===== src/core/isc_pkg.sv =====
// Shared constants and types for the instruction state counter.
package isc_pkg;

  // Operation code fields of the first instruction word.
  localparam int OPC_HI = 15;
  localparam int OPC_LO = 8;
  localparam int VARIANT_BIT = 7;

  // Widths.
  localparam int CNT_W = 4;
  localparam int STATES_W = 16;
  localparam int BLK_CNT_W = 8;

  // State cost per cycle, by cycle type and location.
  localparam logic [CNT_W-1:0] COST_FETCH_MEM = 4'h2;
  localparam logic [CNT_W-1:0] COST_BRANCH_MEM = 4'h2;
  localparam logic [CNT_W-1:0] COST_STACK_MEM = 4'h2;
  localparam logic [CNT_W-1:0] COST_BYTE_MEM = 4'h2;
  localparam logic [CNT_W-1:0] COST_BYTE_PERI_FAST = 4'h2;
  localparam logic [CNT_W-1:0] COST_BYTE_PERI_SLOW = 4'h3;
  localparam logic [CNT_W-1:0] COST_WORD_MEM = 4'h2;
  localparam logic [CNT_W-1:0] internal_state_cost = 4'h1;

  // Block move timing: states per byte and fixed overhead.
  localparam logic [STATES_W-1:0] BLK_STATES_PER_BYTE = 16'h0004;
  localparam logic [STATES_W-1:0] BLK_STATES_BASE = 16'h0009;

  // Internal cycles of multiply and divide.
  localparam int MULDIV_INTERNAL = 12;

  // Reset values.
  localparam logic [STATES_W-1:0] STATES_RST = 16'h0000;

  typedef enum logic [3:0] {
    ISC_CLS_ILLEGAL,
    ISC_CLS_CTRL,
    ISC_CLS_REG_ALU,
    ISC_CLS_MOVE,
    ISC_CLS_BRANCH,
    ISC_CLS_CALL,
    ISC_CLS_JUMP,
    ISC_CLS_RETURN,
    ISC_CLS_MULDIV,
    ISC_CLS_BIT_REG,
    ISC_CLS_BIT_TEST_MEM,
    ISC_CLS_BIT_WRITE_MEM,
    ISC_CLS_BLOCK_MOVE
  } isc_class_e;

  // Cycle counts (or state costs) for the six cycle types.
  typedef struct packed {
    logic [CNT_W-1:0] fetch;
    logic [CNT_W-1:0] branch;
    logic [CNT_W-1:0] stack;
    logic [CNT_W-1:0] byte_acc;
    logic [CNT_W-1:0] word_acc;
    logic [CNT_W-1:0] internal;
  } isc_cycles_s;

  typedef struct packed {
    isc_class_e cls;
    isc_cycles_s counts;
  } isc_decode_s;

  // Registered result of one decoded instruction.
  typedef struct packed {
    logic valid;
    isc_class_e cls;
    logic variant;
    isc_cycles_s counts;
    logic [STATES_W-1:0] states;
  } isc_state_s;

endpackage : isc_pkg


===== src/core/isc_state_sum.sv =====
// Weighted sum of cycle counts into total execution states.
`timescale 1ns/1ps
module isc_state_sum (
  // Cycle counts and per-type costs
  input wire isc_pkg::isc_cycles_s i_counts,
  input wire isc_pkg::isc_cycles_s i_costs,
  // Block move override
  input wire logic i_block_move,
  input wire logic [isc_pkg::BLK_CNT_W-1:0] i_block_move_count_reg,
  // Total
  output logic [isc_pkg::STATES_W-1:0] o_states
);

  function automatic logic [isc_pkg::STATES_W-1:0] weigh(
    input logic [isc_pkg::CNT_W-1:0] cnt,
    input logic [isc_pkg::CNT_W-1:0] cost
  );
    logic [2*isc_pkg::CNT_W-1:0] prod;
    prod = cnt * cost;
    return {{(isc_pkg::STATES_W-2*isc_pkg::CNT_W){1'b0}}, prod};
  endfunction : weigh

  logic [isc_pkg::STATES_W-1:0] n_ext;

  always_comb begin
    n_ext = {{(isc_pkg::STATES_W-isc_pkg::BLK_CNT_W){1'b0}}, i_block_move_count_reg};
    if (i_block_move) begin
      // Repeat count is taken as it stands when the instruction is decoded.
      o_states = 16'(n_ext * isc_pkg::BLK_STATES_PER_BYTE) + isc_pkg::BLK_STATES_BASE;
    end else begin
      o_states = weigh(i_counts.fetch, i_costs.fetch)
               + weigh(i_counts.branch, i_costs.branch)
               + weigh(i_counts.stack, i_costs.stack)
               + weigh(i_counts.byte_acc, i_costs.byte_acc)
               + weigh(i_counts.word_acc, i_costs.word_acc)
               + weigh(i_counts.internal, i_costs.internal);
    end
  end

endmodule : isc_state_sum


===== src/core/isc_top.sv =====
// Instruction decoder that counts cycles and execution states per instruction.
`timescale 1ns/1ps
module isc_top (
  // Clock, reset and enable
  input wire logic i_clock,
  input wire logic i_rst,
  input wire logic i_ce,
  // Instruction in
  input wire logic i_valid,
  input wire logic [15:0] i_instr_word,
  input wire logic [isc_pkg::BLK_CNT_W-1:0] i_block_move_count_reg,
  // Data access location
  input wire logic i_byte_periph,
  input wire logic i_periph_slow,
  // Result out
  output logic o_valid,
  output isc_pkg::isc_class_e o_class,
  output logic o_variant,
  output isc_pkg::isc_cycles_s o_counts,
  output logic [isc_pkg::STATES_W-1:0] o_states
);

  function automatic isc_pkg::isc_cycles_s cyc(
    input int i,
    input int j,
    input int k,
    input int l,
    input int m,
    input int n
  );
    isc_pkg::isc_cycles_s c;
    c.fetch = 4'(i);
    c.branch = 4'(j);
    c.stack = 4'(k);
    c.byte_acc = 4'(l);
    c.word_acc = 4'(m);
    c.internal = 4'(n);
    return c;
  endfunction : cyc

  function automatic isc_pkg::isc_decode_s decode(input logic [7:0] opc);
    isc_pkg::isc_decode_s d;
    d.cls = isc_pkg::ISC_CLS_ILLEGAL;
    d.counts = cyc(1, 0, 0, 0, 0, 0);
    casez (opc)
      8'h00, 8'h01, 8'h02, 8'h03, 8'h04, 8'h05, 8'h06, 8'h07: begin
        d.cls = isc_pkg::ISC_CLS_CTRL;
        d.counts = cyc(1, 0, 0, 0, 0, 0);
      end
      8'h08, 8'h09, 8'h0a, 8'h0b, 8'h0e, 8'h0f, 8'b0001_????: begin
        d.cls = isc_pkg::ISC_CLS_REG_ALU;
        d.counts = cyc(1, 0, 0, 0, 0, 0);
      end
      8'h0c, 8'h0d: begin
        d.cls = isc_pkg::ISC_CLS_MOVE;
        d.counts = cyc(1, 0, 0, 0, 0, 0);
      end
      8'b0010_????, 8'b0011_????: begin
        d.cls = isc_pkg::ISC_CLS_MOVE;
        d.counts = cyc(1, 0, 0, 1, 0, 0);
      end
      8'b0100_????: begin
        d.cls = isc_pkg::ISC_CLS_BRANCH;
        d.counts = cyc(2, 0, 0, 0, 0, 0);
      end
      8'h50, 8'h51: begin
        d.cls = isc_pkg::ISC_CLS_MULDIV;
        d.counts = cyc(1, 0, 0, 0, 0, isc_pkg::MULDIV_INTERNAL);
      end
      8'h54: begin
        d.cls = isc_pkg::ISC_CLS_RETURN;
        d.counts = cyc(2, 0, 1, 0, 0, 2);
      end
      8'h56: begin
        d.cls = isc_pkg::ISC_CLS_RETURN;
        d.counts = cyc(2, 0, 2, 0, 0, 2);
      end
      8'h55, 8'h5d: begin
        d.cls = isc_pkg::ISC_CLS_CALL;
        d.counts = cyc(2, 0, 1, 0, 0, 0);
      end
      8'h5e: begin
        d.cls = isc_pkg::ISC_CLS_CALL;
        d.counts = cyc(2, 0, 1, 0, 0, 2);
      end
      8'h5f: begin
        d.cls = isc_pkg::ISC_CLS_CALL;
        d.counts = cyc(2, 1, 1, 0, 0, 0);
      end
      8'h59: begin
        d.cls = isc_pkg::ISC_CLS_JUMP;
        d.counts = cyc(2, 0, 0, 0, 0, 0);
      end
      8'h5a: begin
        d.cls = isc_pkg::ISC_CLS_JUMP;
        d.counts = cyc(2, 0, 0, 0, 0, 2);
      end
      8'h5b: begin
        d.cls = isc_pkg::ISC_CLS_JUMP;
        d.counts = cyc(2, 1, 0, 0, 0, 2);
      end
      8'h60, 8'h61, 8'h62, 8'h63, 8'h67, 8'h70, 8'h71, 8'h72, 8'h73,
      8'h74, 8'h75, 8'h76, 8'h77: begin
        d.cls = isc_pkg::ISC_CLS_BIT_REG;
        d.counts = cyc(1, 0, 0, 0, 0, 0);
      end
      8'h68: begin
        d.cls = isc_pkg::ISC_CLS_MOVE;
        d.counts = cyc(1, 0, 0, 1, 0, 0);
      end
      8'h69: begin
        d.cls = isc_pkg::ISC_CLS_MOVE;
        d.counts = cyc(1, 0, 0, 0, 1, 0);
      end
      8'h6a, 8'h6e: begin
        d.cls = isc_pkg::ISC_CLS_MOVE;
        d.counts = cyc(2, 0, 0, 1, 0, 0);
      end
      8'h6b, 8'h6f: begin
        d.cls = isc_pkg::ISC_CLS_MOVE;
        d.counts = cyc(2, 0, 0, 0, 1, 0);
      end
      8'h6c: begin
        d.cls = isc_pkg::ISC_CLS_MOVE;
        d.counts = cyc(1, 0, 0, 1, 0, 2);
      end
      8'h6d: begin
        // Stack push and pop are this move with the stack pointer as base.
        d.cls = isc_pkg::ISC_CLS_MOVE;
        d.counts = cyc(1, 0, 0, 0, 1, 2);
      end
      8'h79: begin
        d.cls = isc_pkg::ISC_CLS_MOVE;
        d.counts = cyc(2, 0, 0, 0, 0, 0);
      end
      8'h7b: begin
        d.cls = isc_pkg::ISC_CLS_BLOCK_MOVE;
        d.counts = cyc(2, 0, 0, 0, 0, 0);
      end
      8'h7c, 8'h7e: begin
        d.cls = isc_pkg::ISC_CLS_BIT_TEST_MEM;
        d.counts = cyc(2, 0, 0, 1, 0, 0);
      end
      8'h7d, 8'h7f: begin
        // Read-modify-write bit ops, bit_set_op among them.
        d.cls = isc_pkg::ISC_CLS_BIT_WRITE_MEM;
        d.counts = cyc(2, 0, 0, 2, 0, 0);
      end
      8'b1000_????, 8'b1001_????, 8'b1010_????, 8'b1011_????, 8'b1100_????,
      8'b1101_????, 8'b1110_????: begin
        d.cls = isc_pkg::ISC_CLS_REG_ALU;
        d.counts = cyc(1, 0, 0, 0, 0, 0);
      end
      8'b1111_????: begin
        d.cls = isc_pkg::ISC_CLS_MOVE;
        d.counts = cyc(1, 0, 0, 0, 0, 0);
      end
      default: begin
        d.cls = isc_pkg::ISC_CLS_ILLEGAL;
        d.counts = cyc(1, 0, 0, 0, 0, 0);
      end
    endcase
    return d;
  endfunction : decode

  isc_pkg::isc_state_s state_r;
  isc_pkg::isc_state_s state_nxt;
  isc_pkg::isc_decode_s dec;
  isc_pkg::isc_cycles_s costs;
  logic [isc_pkg::STATES_W-1:0] sum_states;

  always_comb begin
    dec = decode(i_instr_word[isc_pkg::OPC_HI:isc_pkg::OPC_LO]);
    costs.fetch = isc_pkg::COST_FETCH_MEM;
    costs.branch = isc_pkg::COST_BRANCH_MEM;
    costs.stack = isc_pkg::COST_STACK_MEM;
    costs.word_acc = isc_pkg::COST_WORD_MEM;
    costs.internal = isc_pkg::internal_state_cost;
    // Slow peripherals insert one extra state on each byte access.
    if (!i_byte_periph) begin
      costs.byte_acc = isc_pkg::COST_BYTE_MEM;
    end else if (i_periph_slow) begin
      costs.byte_acc = isc_pkg::COST_BYTE_PERI_SLOW;
    end else begin
      costs.byte_acc = isc_pkg::COST_BYTE_PERI_FAST;
    end
  end

  isc_state_sum u_sum (
    .i_counts(dec.counts),
    .i_costs(costs),
    .i_block_move(dec.cls == isc_pkg::ISC_CLS_BLOCK_MOVE),
    .i_block_move_count_reg(i_block_move_count_reg),
    .o_states(sum_states)
  );

  always_comb begin
    state_nxt = state_r;
    // A result stands one enabled cycle; idle cycles drop the strobe but keep the data.
    state_nxt.valid = i_valid;
    if (i_valid) begin
      state_nxt.cls = dec.cls;
      // Picks between the two instructions sharing an opcode.
      state_nxt.variant = i_instr_word[isc_pkg::VARIANT_BIT];
      state_nxt.counts = dec.counts;
      state_nxt.states = sum_states;
    end
  end

  always_ff @(posedge i_clock) begin
    if (i_rst) begin
      state_r <= '{valid: 1'b0, cls: isc_pkg::ISC_CLS_ILLEGAL, variant: 1'b0,
                   counts: '0, states: isc_pkg::STATES_RST};
    end else if (i_ce) begin
      state_r <= state_nxt;
    end
  end

  assign o_valid = state_r.valid;
  assign o_class = state_r.cls;
  assign o_variant = state_r.variant;
  assign o_counts = state_r.counts;
  assign o_states = state_r.states;

endmodule : isc_top


===== config.mk =====
export PLATFORM = sky130hd
export DESIGN_NAME = isc_top
export DESIGN_NICKNAME = d
export VERILOG_FILES = /design/src/core/isc_pkg.sv /design/src/core/isc_state_sum.sv /design/src/core/isc_top.sv
export SDC_FILE = /design/constraint.sdc
export NUM_CORES = 1
export LEC_CHECK = 0
export ABC_AREA = 1
export BUFFER_PORTS_ARGS = -buffer_cell sky130_fd_sc_hd__buf_2
export CAP_MARGIN = 20
export CORE_ASPECT_RATIO = 1.25
export CORE_MARGIN = 2
export CORE_UTILIZATION = 36
export CTS_CLUSTER_DIAMETER = 50
export DETAILED_ROUTE_END_ITERATION = 6
export SYNTH_ARGS = -nofsm -noshare
export SYNTH_HDL_FRONTEND = slang
export SYNTH_HIERARCHICAL = 1
export SYNTH_SLANG_ARGS = --single-unit

===== constraint.sdc =====
create_clock -name i_clock -period 15.7 [get_ports i_clock]
set_input_delay 2.355 -clock i_clock [delete_from_list [all_inputs] [get_ports i_clock]]
set_output_delay 2.355 -clock i_clock [all_outputs]
set_load 0.01 [all_outputs]

==> impl_metrics.json <==
{
  "status": "complete, no violations",
  "synth_top_area_cell": "fa_1",
  "rr_startpoint": "o_counts[12]",
  "cts_tree": "yes",
  "drc": 0,
  "ys.flop_type": "dfxtp_1",
  "finalCriticalPeriod_ns": 7.448,
  "cts_htree_levels": 2,
  "die_width_um": 114.5,
  "met2_length_um": 5517,
  "cts_buffers": 5,
  "n_fill_cell": 1592,
  "ys_async_sr_fraction": 0,
  "hpwlAfterDp_um": 9037,
  "start_util": 0.3672,
  "ys_seq_elements": 32,
  "syn_inst": 782,
  "startpoint": "i_instr_word[8]",
  "synth-edff-count": 0,
  "clock_sinks": 32,
  "syn_to_final_growth_pct": 19.94,
  "synth-warning-count": 6,
  "fin_setup_tns_ns": 0,
  "syn_avg_cell_area_um2": 7.021,
  "final_layout_size_suffix_gt1_frac": 0.09724,
  "required_ns": 15.87,
  "fp-row-count": 50,
  "power_density_mw_per_mm2": 117.4,
  "clk_pin_slew_ns": 0.06,
  "crit_path_max_incr_delay_ns": 0.54,
  "grt_first_pass_wirelength_um": 18010,
  "critPathLaunchType": "primary input",
  "wl_per_cell_um": 8.735,
  "hp-class": "reg2reg",
  "arrival_ns": 7.62,
  "hold_viol": 0,
  "routedLengthMet1_um": 4295,
  "period_share": 0.4744,
  "hold_buffers": 0,
  "synth_top_area_frac": 0.2917,
  "antenna_found_initial": 0,
  "drtAntennaViolNets": 0,
  "crit_path_cell_trace": "buf_2, inv_1, nor2_1, nand2_1, a21oi_2, nand2_1, fa_1, fa_1, inv_1, ha_1, fa_1, fa_1, fa_1, inv_1, fa_1, fa_1, inv_1, nand2_1, nand2_1, o21ai_1, o21ai_0, nor2_1",
  "top_layer": "met4",
  "clock-root-buffer": "clkbuf_16",
  "cap_viol_max_count": 0,
  "initialDrtViolationCount": 190,
  "grt_pass1_vias": 4235,
  "synthTopCellsByArea": "fa_1 (29%), inv_1 (15%), nand2_1 (12%), dfxtp_1 (12%), ha_1 (11%)",
  "die_h_um": 142.1,
  "min_from": "o_valid",
  "fin_util": 0.4404,
  "vias": 4541,
  "ys_types": 33,
  "cts_resized": 0,
  "critPathCaptureType": "flip-flop",
  "post-cts-setup-buffers": 0,
  "portBuffers": 55,
  "timing.fmax_mhz": 134.3,
  "fin_area_mm2": 0.006585,
  "slew_headroom": 0.5303,
  "worst_pin_slew_ns": 0.7028,
  "setup_viol": 0,
  "wl_um": 10120,
  "seq_area_frac_synth": 0.1167,
  "die-area_mm2": 0.01626,
  "nNetsFinal": 1135,
  "crit_type": "in2reg",
  "p_leak_nw": 4.362,
  "cp_max_fo": 6,
  "synthTopCellsByCount": "inv_1 (218), nand2_1 (172), fa_1 (80)",
  "path_common_cell": "fa_1",
  "ir_drop_mv": 0.07976,
  "track_usage": 0.1353,
  "netlist_area_mm2": 0.005490,
  "synth_most_common_cell": "inv_1",
  "grt.overflow.total": 0,
  "grt_max_degree": 35,
  "gp_congestion": 0.8539,
  "io-pin-count": 76,
  "cp_slowest_cell": "fa_1",
  "core_area_mm2": 0.01495,
  "clk_path_buf_depth": 2,
  "rsz0062_at_grt": "no",
  "antenna_cells": 0,
  "first_pass_iters": 4,
  "met3_length_um": 209,
  "clock_latency_ns": 0.28,
  "vias_per_cell": 3.918,
  "dpl_cell_area_mm2": 0.006414,
  "fin_worst_skew_ns": 0,
  "slew_violations": 0
}
registers in the layout (all words and copies together) (netlist names):
register and count:
o_states 16, o_counts 10, o_class 4, o_valid 1
o_variant 1
worst max-delay path, delay by kind of cell:
kind,cells,cell delay (ns)
AOI/OAI and AO/OA,3,0.59
adders and majority gates,8,3.67
buffers and inverters,5,0.45
and+or+nand+nor,6,0.56
kinds of logic after synthesis:
| kind of cell | Yosys count | share of synthesized area |
|---|---|---|
| flip-flops | 32 | 0.1167 |
| AO/OA/AOI/OAI | 60 | 0.06153 |
| other | 3 | 0.002051 |
| AND/OR/NAND/NOR | 300 | 0.2249 |
| adder cells (fa/ha/maj) | 129 | 0.4034 |
| buffers and inverters | 258 | 0.1914 |
placed cells by master (no fill, tap or decap), drive strengths merged:
cell	netlist	final
clkinv	2	2
nand4	1	1
conb	3	162
o21ai	36	36
a21oi	17	17
nor4	1	1
nor2	85	85
nand3	27	27
dfxtp	32	32
nand2	178	178
buf	23	57
clkinvlp	0	1
bufinv	0	1
o21bai	2	2
ha	49	49
fa	80	80
nor3	3	3
a31oi	2	2
inv	227	228
o211ai	3	3
clkbuf	6	5
or2	2	2
nand3b	3	3
power by group:
| part | total, mW | switching (mW) | internal (mW) |
|---|---|---|---|
| clock | 0.112 | 0.0367 | 0.0753 |
| combinational | 0.565 | 0.334 | 0.232 |
| sequential | 0.0957 | 0.00471 | 0.0909 |
| total | 0.773 | 0.375 | 0.398 |
routing by layer:
| metal | track usage | vias up |
|---|---|---|
| met1 | 0.1597 | 2009 |
| met4 | 0.03273 | 0 |
| met5 | 0 | - |
| met3 | 0.005537 | 7 |
| li1 | - | 2469 |
| met2 | 0.2650 | 56 |
through the flow:
step	power (mW)	setup WS, ns	instances	hold WS (ns)
floorplan	0.5550	8.578	941	0.4827
global placement	0.6138	7.927	1151	0.4472
detailed placement	0.6201	7.905	1151	0.4521
CTS	0.7324	8.201	1159	0.4684
global route	0.8793	7.851	1159	0.4912
finish	0.7729	8.252	1159	0.4652
final cells by class:
class | instances | area (um2) | share of cell area
clock buffer | 5 | 125.1 | 0.01900
clock inverter | 3 | 46.29 | 0.007030
inverter | 229 | 859.6 | 0.1305
tap | 182 | 227.7 | 0.03458
sequential | 32 | 640.6 | 0.09728
timing repair buffer | 57 | 290.3 | 0.04408
multi-input combinational | 651 | 4395 | 0.6675
worst paths after layout:
check                  to  slack [ns]  cells past startpoint
max           o_states[5]        8.25                     22
min               o_valid        0.47                      2
max reg2reg  o_counts[12]       15.00                      4
min reg2reg       o_valid        0.47                      2
Power figures use the tool's default switching activity.
